## config.mk

```make
export PLATFORM = sky130hd
export DESIGN_NAME = fas_host
export DESIGN_NICKNAME = d
export VERILOG_FILES = /design/src/verilog/fas_host.v /design/src/verilog/fas_sync.v
export VERILOG_INCLUDE_DIRS = /design/src /design/src/verilog
export SDC_FILE = /design/constraint.sdc
export NUM_CORES = 1
export LEC_CHECK = 0
export BUFFER_PORTS_ARGS = -buffer_cell sky130_fd_sc_hd__buf_4
export CAP_MARGIN = 20
export CORE_UTILIZATION = 42
export CTS_CLUSTER_DIAMETER = 40
export DETAILED_ROUTE_END_ITERATION = 10
export GPL_TIMING_DRIVEN = 1
export PLACE_DENSITY = 0.66
export SLEW_MARGIN = 20
export SYNTH_ARGS = -nofsm -noshare
export SYNTH_HDL_FRONTEND = slang
export SYNTH_SLANG_ARGS = --single-unit
```

## constraint.sdc

```tcl
create_clock -name core_clk_in -period 2 [get_ports core_clk_in]
set_input_delay 0.4 -clock core_clk_in [delete_from_list [all_inputs] [get_ports core_clk_in]]
set_output_delay 0.4 -clock core_clk_in [all_outputs]
set_load 0.005 [all_outputs]
```

## src/verilog/fas_defs.vh

```
// Constants for the flash identification and sector-decode host controller
`ifndef FAS_DEFS_VH
`define FAS_DEFS_VH

// ==========================================================
// Address and data layout
// ==========================================================
`define FAS_ADDR_W 22
`define FAS_SECT_W 7
`define FAS_SECT_LSB 15
`define FAS_DATA_W 16
`define FAS_CODE_W 3

// ==========================================================
// Code-select patterns on A6,A3,A2,A1,A0 (index code)
// ==========================================================
`define FAS_SEL_MFR 3'h0
`define FAS_SEL_DEV1 3'h1
`define FAS_SEL_DEV2 3'h2
`define FAS_SEL_DEV3 3'h3
`define FAS_SEL_PROT 3'h4
`define FAS_SEL_SECSI 3'h5

// ==========================================================
// Command sequence (neutral values, real encoding not given)
// ==========================================================
`define FAS_UNLOCK_ADDR1 22'h000555
`define FAS_UNLOCK_ADDR2 22'h0002AA
`define FAS_UNLOCK_DATA1 16'h00AA
`define FAS_UNLOCK_DATA2 16'h0055
`define FAS_ID_CMD 16'h0090
`define FAS_EXIT_CMD 16'h00F0

// ==========================================================
// Timing
// ==========================================================
`define FAS_CLK_NS 25
`define FAS_ACCESS_NS 90
`define FAS_ACCESS_CYC ((`FAS_ACCESS_NS + `FAS_CLK_NS - 1) / `FAS_CLK_NS)
`define FAS_WE_NS 35
`define FAS_WE_CYC ((`FAS_WE_NS + `FAS_CLK_NS - 1) / `FAS_CLK_NS)
`define FAS_CNT_W 4

`endif

```

## src/verilog/fas_host.v

```verilog
// Host controller that reads identification codes from a parallel NOR flash
`timescale 1ns/1ps
`include "fas_defs.vh"
module fas_host (
	// Clock and reset
	input wire core_clk_in,
	input wire rst_n_in,
	// User request
	input wire req_in,
	input wire use_hv_in,
	input wire [`FAS_CODE_W-1:0] code_sel_in,
	input wire [`FAS_SECT_W-1:0] sector_in,
	// User answer
	output reg busy_out,
	output reg done_out,
	output reg [7:0] id_code_out,
	output reg prot_out,
	// Flash pins
	output reg [`FAS_ADDR_W-1:0] flash_addr_out,
	output reg [`FAS_DATA_W-1:0] flash_dq_out,
	output reg flash_dq_oe_out,
	input wire [`FAS_DATA_W-1:0] flash_dq_in,
	output reg flash_ce_n_out,
	output reg flash_oe_n_out,
	output reg flash_we_n_out,
	output reg high_voltage_id_level_out
);
	// ==========================================================
	// States
	// ==========================================================
	localparam ST_IDLE = 3'h0;
	localparam ST_WADDR = 3'h1;
	localparam ST_WPULSE = 3'h2;
	localparam ST_WHOLD = 3'h3;
	localparam ST_READ = 3'h4;
	localparam ST_DONE = 3'h5;

	reg [2:0] state_ff;
	reg [`FAS_CNT_W-1:0] cnt_ff; // Wait counter
	reg [1:0] step_ff; // Command write index
	reg exit_ff; // Writing the exit command
	reg hv_ff; // Latched method
	reg [`FAS_CODE_W-1:0] code_ff;
	reg [`FAS_SECT_W-1:0] sect_ff;
	wire [`FAS_DATA_W-1:0] dq_sync; // Data after two flops

	// Data pins come from the device domain
	fas_sync #(.W(`FAS_DATA_W)) u_sync (
		.core_clk_in(core_clk_in),
		.rst_n_in(rst_n_in),
		.async_in(flash_dq_in),
		.sync_out(dq_sync)
	);

	// ==========================================================
	// Address for a read: sector on high bits, code on low
	// ==========================================================
	function [`FAS_ADDR_W-1:0] read_addr;
		input [`FAS_CODE_W-1:0] c;
		input [`FAS_SECT_W-1:0] s;
		reg [`FAS_ADDR_W-1:0] a;
		begin
			a = {`FAS_ADDR_W{1'b0}}; // Unused bits held low, device ignores them
			a[`FAS_SECT_LSB +: `FAS_SECT_W] = s;
			case (c)
				// Bits 6,3,2,1,0 pattern
				`FAS_SEL_MFR: a[6:0] = 7'h00;
				`FAS_SEL_DEV1: a[6:0] = 7'h01;
				`FAS_SEL_DEV2: a[6:0] = 7'h0E;
				`FAS_SEL_DEV3: a[6:0] = 7'h0F;
				`FAS_SEL_PROT: a[6:0] = 7'h02;
				`FAS_SEL_SECSI: a[6:0] = 7'h03;
				default: a[6:0] = 7'h00;
			endcase
			read_addr = a;
		end
	endfunction

	// Command write address and data per step
	reg [`FAS_ADDR_W-1:0] cmd_addr;
	reg [`FAS_DATA_W-1:0] cmd_data;
	always @* begin
		case (step_ff)
			2'h0: begin
				cmd_addr = `FAS_UNLOCK_ADDR1;
				cmd_data = exit_ff ? `FAS_EXIT_CMD : `FAS_UNLOCK_DATA1;
			end
			2'h1: begin
				cmd_addr = `FAS_UNLOCK_ADDR2;
				cmd_data = `FAS_UNLOCK_DATA2;
			end
			default: begin
				cmd_addr = `FAS_UNLOCK_ADDR1;
				cmd_data = `FAS_ID_CMD;
			end
		endcase
	end

	// ==========================================================
	// Main sequencer
	// ==========================================================
	always @(posedge core_clk_in) begin
		if (!rst_n_in) begin
			state_ff <= ST_IDLE;
			cnt_ff <= {`FAS_CNT_W{1'b0}};
			step_ff <= 2'h0;
			exit_ff <= 1'b0;
			hv_ff <= 1'b0;
			code_ff <= {`FAS_CODE_W{1'b0}};
			sect_ff <= {`FAS_SECT_W{1'b0}};
			busy_out <= 1'b0;
			done_out <= 1'b0;
			id_code_out <= 8'h00;
			prot_out <= 1'b0;
			flash_addr_out <= {`FAS_ADDR_W{1'b0}};
			flash_dq_out <= {`FAS_DATA_W{1'b0}};
			flash_dq_oe_out <= 1'b0;
			flash_ce_n_out <= 1'b1;
			flash_oe_n_out <= 1'b1;
			flash_we_n_out <= 1'b1;
			high_voltage_id_level_out <= 1'b0;
		end else begin
			done_out <= 1'b0;
			case (state_ff)
				// Wait for a request
				ST_IDLE: begin
					if (req_in) begin
						busy_out <= 1'b1;
						hv_ff <= use_hv_in;
						code_ff <= code_sel_in;
						sect_ff <= sector_in;
						cnt_ff <= {`FAS_CNT_W{1'b0}};
						step_ff <= 2'h0;
						exit_ff <= 1'b0;
						if (use_hv_in) begin
							// Hold high voltage for the whole read
							high_voltage_id_level_out <= 1'b1;
							flash_addr_out <= read_addr(code_sel_in, sector_in);
							flash_ce_n_out <= 1'b0;
							flash_oe_n_out <= 1'b0;
							state_ff <= ST_READ;
						end else begin
							// In-system path uses logic levels only
							high_voltage_id_level_out <= 1'b0;
							state_ff <= ST_WADDR;
						end
					end
				end
				// Set up address and data of a command write
				ST_WADDR: begin
					flash_addr_out <= cmd_addr;
					flash_dq_out <= cmd_data;
					flash_dq_oe_out <= 1'b1;
					flash_ce_n_out <= 1'b0;
					cnt_ff <= {`FAS_CNT_W{1'b0}};
					state_ff <= ST_WPULSE;
				end
				// Write strobe low for the minimum width
				ST_WPULSE: begin
					flash_we_n_out <= 1'b0;
					if (cnt_ff == `FAS_WE_CYC) begin
						flash_we_n_out <= 1'b1;
						cnt_ff <= {`FAS_CNT_W{1'b0}};
						state_ff <= ST_WHOLD;
					end else begin
						cnt_ff <= cnt_ff + 1'b1;
					end
				end
				// Release bus, pick next write, the read or done
				ST_WHOLD: begin
					flash_dq_oe_out <= 1'b0;
					flash_ce_n_out <= 1'b1;
					if (exit_ff) begin
						// Exit command written, device back in array mode
						exit_ff <= 1'b0;
						state_ff <= ST_DONE;
					end else if (step_ff == 2'h2) begin
						// Chip enable stays low from the last command write into the read.
						// The device then sees no gap that could drop it out of id mode.
						flash_addr_out <= read_addr(code_ff, sect_ff);
						flash_ce_n_out <= 1'b0;
						flash_oe_n_out <= 1'b0;
						state_ff <= ST_READ;
					end else begin
						step_ff <= step_ff + 2'h1;
						state_ff <= ST_WADDR;
					end
				end
				// Wait access time, then take the low byte
				ST_READ: begin
					if (cnt_ff == `FAS_ACCESS_CYC + 2) begin
						// Extra two cycles cover the input synchroniser
						// A slower part needs a larger access count, not a faster clock
						id_code_out <= dq_sync[7:0];
						prot_out <= dq_sync[0];
						flash_oe_n_out <= 1'b1;
						flash_ce_n_out <= 1'b1;
						high_voltage_id_level_out <= 1'b0;
						cnt_ff <= {`FAS_CNT_W{1'b0}};
						if (hv_ff) begin
							state_ff <= ST_DONE;
						end else begin
							// Leave command mode with the exit command
							exit_ff <= 1'b1;
							step_ff <= 2'h0;
							state_ff <= ST_WADDR;
						end
					end else begin
						cnt_ff <= cnt_ff + 1'b1;
					end
				end
				// Report completion
				// Busy falls with the done pulse, so a new request may follow at once
				ST_DONE: begin
					busy_out <= 1'b0;
					done_out <= 1'b1;
					state_ff <= ST_IDLE;
				end
				default: state_ff <= ST_IDLE;
			endcase
		end
	end
endmodule // fas_host

```

## src/verilog/fas_sync.v

```verilog
// Two-flop synchroniser bank for device data pins
`timescale 1ns/1ps
module fas_sync #(
	parameter W = 16
) (
	// Clock and reset
	input wire core_clk_in,
	input wire rst_n_in,
	// Data
	input wire [W-1:0] async_in,
	output wire [W-1:0] sync_out
);
	// First and second stage per bit
	reg [W-1:0] meta_ff;
	reg [W-1:0] sync_ff;

	// ==========================================================
	// Per-bit double flop
	// ==========================================================
	genvar gi;
	generate
		for (gi = 0; gi < W; gi = gi + 1) begin : g_bit
			// Stage one is read only by stage two
			always @(posedge core_clk_in) begin
				if (!rst_n_in) begin
					meta_ff[gi] <= 1'b0;
					sync_ff[gi] <= 1'b0;
				end else begin
					meta_ff[gi] <= async_in[gi];
					sync_ff[gi] <= meta_ff[gi];
				end
			end
		end
	endgenerate

	assign sync_out = sync_ff;
endmodule // fas_sync

```

==> results.json, run 1 <==
{
  "critPathMaxFanout": 11,
  "dieArea_um2": 7983,
  "p_leak_nw": 1.697,
  "cap_violations": 0,
  "fmax_mhz": 586.2,
  "ios": 84,
  "post-cts-setup-buffers": 0,
  "core-area_um2": 7331,
  "ys_top_cells_by_count": "71 x dfxtp_1, 64 x nand2_1, 20 x buf_4",
  "syn_to_final_growth_pct": 21.05,
  "peakVddDrop_uv": 547.8,
  "drcViolationCount": 0,
  "worstSetupPathType": "flip-flop to flip-flop",
  "clock-sinks": 71,
  "clk_pin_slew_ns": 0.08,
  "hpwlAfterDp_um": 4460,
  "die_x_um": 89.35,
  "htreeDepth": 3,
  "synth-edff-count": 0,
  "num_vias": 2515,
  "grt_pass1_vias": 2437,
  "drive_gt1_share_pct": 23.32,
  "setup_viol_count_final": 0,
  "vias_per_cell": 4.883,
  "cts_buffers": 9,
  "io_buffers": 63,
  "worst_pin_slew_ns": 0.5117,
  "yosysWarningCount": 0,
  "cts_resized": 0,
  "antenna_found_initial": 0,
  "clk_path_buf_depth": 2,
  "synth_most_common_cell": "dfxtp_1",
  "nNetsFinal": 450,
  "fin_util_pct": 52.91,
  "grt_usage_pct": 17.79,
  "synth.distinct_cells": 54,
  "rsz0062_at_grt": "false",
  "post-synth-top-area-cell": "dfxtp_1",
  "synth_top_area_share_pct": 44.36,
  "ys.flop_type": "dfxtp_1",
  "n_antenna_cell": 0,
  "cts_tree": "done",
  "hp-class": "input port to flip-flop",
  "wirelength_um": 6493,
  "overflow": 0,
  "clk_latency_ns": 0.35,
  "seqPwrFrac_pct": 38.5,
  "synthTopCellsByArea": "dfxtp_1 44%, nand2_1 7.5%, buf_4 4.7%",
  "internal_power_mw": 3.234,
  "ys_seq_elements": 71,
  "drtIter0Drc": 127,
  "drt_first_pass_iters": 4,
  "fin_crit_sh_pct": 85.29,
  "routedWlPerCell_um": 12.61,
  "synth_area_um2": 3204,
  "initial_core_util_pct": 43.71,
  "cp.arrival_ns": 1.94,
  "async_flop_share_pct": 0,
  "startpoint_type": "flip-flop",
  "setup_tns_ns": 0,
  "max_slew_margin_pct": 65.79,
  "fin_hold_ws_ns": 0.2545,
  "avgSynthCellArea_um2": 8.976,
  "syn_inst": 357,
  "ys_seq_area_share_pct": 44.36,
  "required_ns": 2.24,
  "gp_congestion": 0.7996,
  "die_h_um": 89.35,
  "clock-skew-final_ns": 0.008061,
  "p_comb_share_pct": 37.9,
  "ant_nets": 0,
  "p_sw_share_pct": 35.30,
  "power.clock.fraction_pct": 23.6,
  "postCtsHoldBufs": 0,
  "power-per-cell-area_nw_per_um2": 1288,
  "clockRootBuffer": "clkbuf_8",
  "min_period_ns": 1.706,
  "row_count": 31,
  "slew_violations": 0,
  "hold_viol": 0,
  "status": "complete, no violations",
  "grt_max_degree": 50,
  "grt_pass1_wl_um": 10840,
  "cp-end-kind": "flip-flop",
  "p_sw_mw": 1.764
}
==> cell type report <==
| cell class | count | area (um2) |
|---|---|---|
| clock buffer | 10 | 137.6 |
| clock inverter | 6 | 67.56 |
| fill | 707 | 3452 |
| inverter | 6 | 22.52 |
| multi-input combinational | 248 | 1530 |
| sequential | 71 | 1421 |
| tap | 99 | 123.9 |
| timing repair buffer | 75 | 575.6 |
==> metrics by stage <==
stage | power (mW) | cells | instance area [um2] | worst slack [ns]
detailed placement | 3.846 | 499 | 3674 | 0.3326
finish | 4.998 | 515 | 3879 | 0.2942
global route | 5.376 | 515 | 3879 | 0.1342
floorplan | 3.220 | 368 | 3246 | 0.5202
global placement | 3.811 | 499 | 3674 | 0.3206
CTS | 5.045 | 515 | 3879 | 0.3083
==> final timing paths <==
| kind | startpoint | to | slack [ns] | cells past startpoint |
|---|---|---|---|---|
| max reg2reg | state_ff[2]$_SDFFE_PN0P_ | high_voltage_id_level_out$_SDFFE_PN0P_ | 0.29 | 4 |
| min | flash_dq_in[7] | u_sync.meta_ff[7]$_SDFF_PN0_ | 0.25 | 2 |
| max | state_ff[2]$_SDFFE_PN0P_ | high_voltage_id_level_out$_SDFFE_PN0P_ | 0.29 | 4 |
| min reg2reg | u_sync.meta_ff[1]$_SDFF_PN0_ | u_sync.sync_out[1]$_SDFF_PN0_ | 0.43 | 1 |
==> worst max-delay path, cell delays in order, from the launching register on <==
cell and delay, ns:
dfxtp_1 0.56, inv_1 0.19, or3_1 0.62, nand3_2 0.15, a21boi_1 0.07
==> cell families (layout without fill, tap and decap cells) <==
family / count (synthesis) / count (layout) / share of synthesized area, %
AO/OA/AOI/OAI: 85 / 85 / 19.21
XOR/XNOR: 3 / 3 / 0.8201
adder cells (fa/ha/maj): 10 / 10 / 3.827
buffers and inverters: 49 / 97 / 9.176
flip-flops: 71 / 71 / 44.36
multiplexers: 4 / 4 / 1.250
other: 1 / 12 / 0.1170
AND/OR/NAND/NOR: 134 / 134 / 21.24
==> cell usage in the layout, fill, tap and decap left out, types with 2 or more instances in the layout <==
master | netlist | layout
buf_4 | 20 | 74
nand2_1 | 64 | 64
nor3_1 | 2 | 2
o21a_1 | 2 | 2
nor2_1 | 10 | 10
clkinvlp_4 | 0 | 2
mux2i_1 | 4 | 4
and2_1 | 17 | 17
xnor2_1 | 2 | 2
nand2b_1 | 8 | 8
inv_6 | 0 | 2
nand3_1 | 8 | 8
o211a_1 | 9 | 9
o211ai_1 | 2 | 2
a22oi_1 | 7 | 7
dfxtp_1 | 71 | 71
nand4b_1 | 2 | 2
nor3b_1 | 3 | 3
conb_1 | 1 | 12
nand3b_1 | 2 | 2
a21oi_1 | 7 | 7
clkbuf_8 | 0 | 10
ha_1 | 9 | 9
a21boi_0 | 18 | 18
inv_1 | 6 | 6
and3_1 | 2 | 2
nor2b_1 | 4 | 4
a21boi_1 | 9 | 9
o21ai_0 | 18 | 18
a211oi_1 | 3 | 3
==> registers in the layout, summed over array words and instances (netlist names), 2 cells and up <==
register,count
flash_addr_out,13
id_code_out,8
u_sync.meta_ff,8
u_sync.sync_out,8
sect_ff,7
flash_dq_out,6
cnt_ff,4
code_ff,3
state_ff,3
step_ff,2
==> layer usage <==
metal	vias to the layer above	track usage (%)	wire (um)
li1	1293	-	-
met1	1156	21.82	3095
met2	52	29.22	2999
met3	14	3.786	235
met4	0	9.668	164
met5	-	0	0
==> power by group through the flow <==
stage / Sequential, mW / Combinational, mW / Clock [mW]
global route: 1.97 / 2.13 / 1.28
detailed placement: 1.95 / 1.89 / 0
CTS: 1.92 / 1.90 / 1.22
global placement: 1.95 / 1.87 / 0
finish: 1.92 / 1.89 / 1.18
floorplan: 1.90 / 1.32 / 0
Note: power is estimated with default switching activity, not from simulation.
==> run 2, diff against run 1 <==
--- a/config.mk
+++ b/config.mk
@@ -6,13 +6,11 @@
 export SDC_FILE = /design/constraint.sdc
 export NUM_CORES = 1
 export LEC_CHECK = 0
-export BUFFER_PORTS_ARGS = -buffer_cell sky130_fd_sc_hd__buf_4
-export CAP_MARGIN = 20
 export CORE_UTILIZATION = 42
 export CTS_CLUSTER_DIAMETER = 40
 export DETAILED_ROUTE_END_ITERATION = 10
+export DONT_BUFFER_PORTS = 1
 export GPL_TIMING_DRIVEN = 1
-export PLACE_DENSITY = 0.66
 export SLEW_MARGIN = 20
 export SYNTH_ARGS = -nofsm -noshare
 export SYNTH_HDL_FRONTEND = slang
==> results.json, run 2 (synthesis results as in run 1) <==
{
  "ios": 84,
  "hp-class": "input port to flip-flop",
  "critPathMaxFanout": 25,
  "largest-register": "flash_addr_out",
  "critical-path-top-delay-family": "flip-flops",
  "n_antenna_cell": 0,
  "use_met2_pct": 24.77,
  "rr_worst_depth": 5,
  "r2r_end": "flash_addr_out[1]$_SDFFE_PN0P_",
  "startpoint_type": "flip-flop",
  "num-fill-cells": 706,
  "hold_start": "rst_n_in",
  "cts_resized": 0,
  "routedWlPerCell_um": 13.52,
  "fin_crit_sh_pct": 87.62,
  "power_mw": 4.566,
  "overflow": 0,
  "grt_max_degree": 79,
  "power-per-cell-area_nw_per_um2": 1355,
  "cts_buffers": 9,
  "syn_to_final_growth_pct": 5.154,
  "post-cts-setup-buffers": 0,
  "required_ns": 2.26,
  "instances_no_fill": 449,
  "status": "complete, no violations",
  "ant_nets": 0,
  "multi_input_area_um2": 1530,
  "peakVddDrop_uv": 547.5,
  "clockRootBuffer": "clkbuf_8",
  "dieArea_um2": 7983,
  "fmax_mhz": 570.6,
  "crit_top_cell": "nand2b_1",
  "dpl.cell_count": 434,
  "dp_slack_ns": 0.2634,
  "fin_util_pct": 45.96,
  "grt_most_used_layer": "met2",
  "num_vias": 2293,
  "worst_pin_slew_ns": 0.5170,
  "initial_core_util_pct": 43.71,
  "cp.arrival_ns": 2.02,
  "clock-skew-final_ns": 0.008378,
  "cts_tree": "done",
  "hold-path-endpoint": "flash_we_n_out$_SDFFE_PN1P_",
  "die_x_um": 89.35,
  "die_h_um": 89.35,
  "hold_viol": 0,
  "r2r_slack_ns": 0.25,
  "antenna_found_initial": 0,
  "hpwlAfterDp_um": 4041,
  "postCtsHoldBufs": 0,
  "gp_congestion": 0.7727,
  "p_leak_nw": 1.353,
  "core-area_um2": 7331,
  "clk_path_buf_depth": 2,
  "drive_gt1_share_pct": 8.857,
  "row_count": 31,
  "cp-end-kind": "flip-flop",
  "fin_hold_ws_ns": 0.1363,
  "setup_viol_count_final": 0,
  "wirelength_um": 6069,
  "io_buffers": 0,
  "clock-sinks": 71,
  "min_path_cells": 1,
  "worstSetupPathType": "flip-flop to flip-flop",
  "critPathSlowestCell": "dfxtp_1",
  "final_common_cell": "dfxtp_1",
  "cp_num_buf_inv": 1,
  "drtIter0Drc": 112,
  "dpl_cell_area_um2": 3173,
  "setup_tns_ns": 0,
  "rsz0062_at_grt": "false",
  "slew_violations": 0,
  "final_area_um2": 3369,
  "drcViolationCount": 0,
  "max_slew_margin_pct": 65.48,
  "grt_use_met1_pct": 21.41,
  "vias_per_cell": 5.107,
  "cap_violations": 0,
  "grt_usage_pct": 16.50,
  "seqCellArea_um2": 1421,
  "worstPathCellList": "nand2b_1, a22oi_2, buf_4, nand2b_1, a21boi_0",
  "met3_usage_pct": 5.540,
  "nNetsFinal": 385,
  "htreeDepth": 3,
  "min_period_ns": 1.752,
  "clk_pin_slew_ns": 0.08,
  "layout_common_cells": "71 x dfxtp_1, 64 x nand2_1, 18 x a21boi_0, 18 x o21ai_0, 17 x and2_1",
  "worst_path_largest_cell_delay_ns": 0.61,
  "grt_pass1_vias": 2073,
  "grt_pass1_wl_um": 9956,
  "largest_reg_flops": 13,
  "drt_first_pass_iters": 4,
  "clk_latency_ns": 0.34,
  "layout_setup_ws_ns": 0.2475,
  "reg2reg_from": "state_ff[2]$_SDFFE_PN0P_"
}
-- run 2: routing by layer --
metal / wire (um) / up-vias
li1: - / 1165
met1: 2852 / 1067
met2: 2757 / 51
met3: 336 / 10
met4: 123 / 0
met5: 0 / -
-- run 2: worst max path at each step --
| stage | start | endpoint | slack (ns) | cells after the start |
|---|---|---|---|---|
| CTS | state_ff[2]$_SDFFE_PN0P_ | flash_dq_out[4]$_SDFFE_PN0P_ | 0.25 | 4 |
| floorplan | state_ff[0]$_SDFFE_PN0P_ | high_voltage_id_level_out$_SDFFE_PN0P_ | 0.52 | 7 |
| detailed placement | state_ff[2]$_SDFFE_PN0P_ | flash_dq_out[4]$_SDFFE_PN0P_ | 0.26 | 4 |
| global placement | state_ff[1]$_SDFFE_PN0P_ | high_voltage_id_level_out$_SDFFE_PN0P_ | 0.28 | 4 |
| finish | state_ff[2]$_SDFFE_PN0P_ | flash_addr_out[1]$_SDFFE_PN0P_ | 0.25 | 5 |
| global route | state_ff[0]$_SDFFE_PN0P_ | flash_dq_out[4]$_SDFFE_PN0P_ | 0.04 | 4 |
-- run 2: final cells by class --
class | instances | area share, %
inverter | 6 | 0.6684
clock buffer | 10 | 4.085
sequential | 71 | 42.18
clock inverter | 5 | 1.745
multi-input combinational | 248 | 45.41
tap | 99 | 3.676
timing repair buffer | 10 | 2.228
-- run 2: where the power goes --
part / internal [mW] / total [mW] / leakage [nW] / switching (mW)
Clock: 0.603 / 1.13 / 0.0944 / 0.525
Combinational: 0.621 / 1.42 / 0.677 / 0.800
Sequential: 1.72 / 2.02 / 0.582 / 0.302
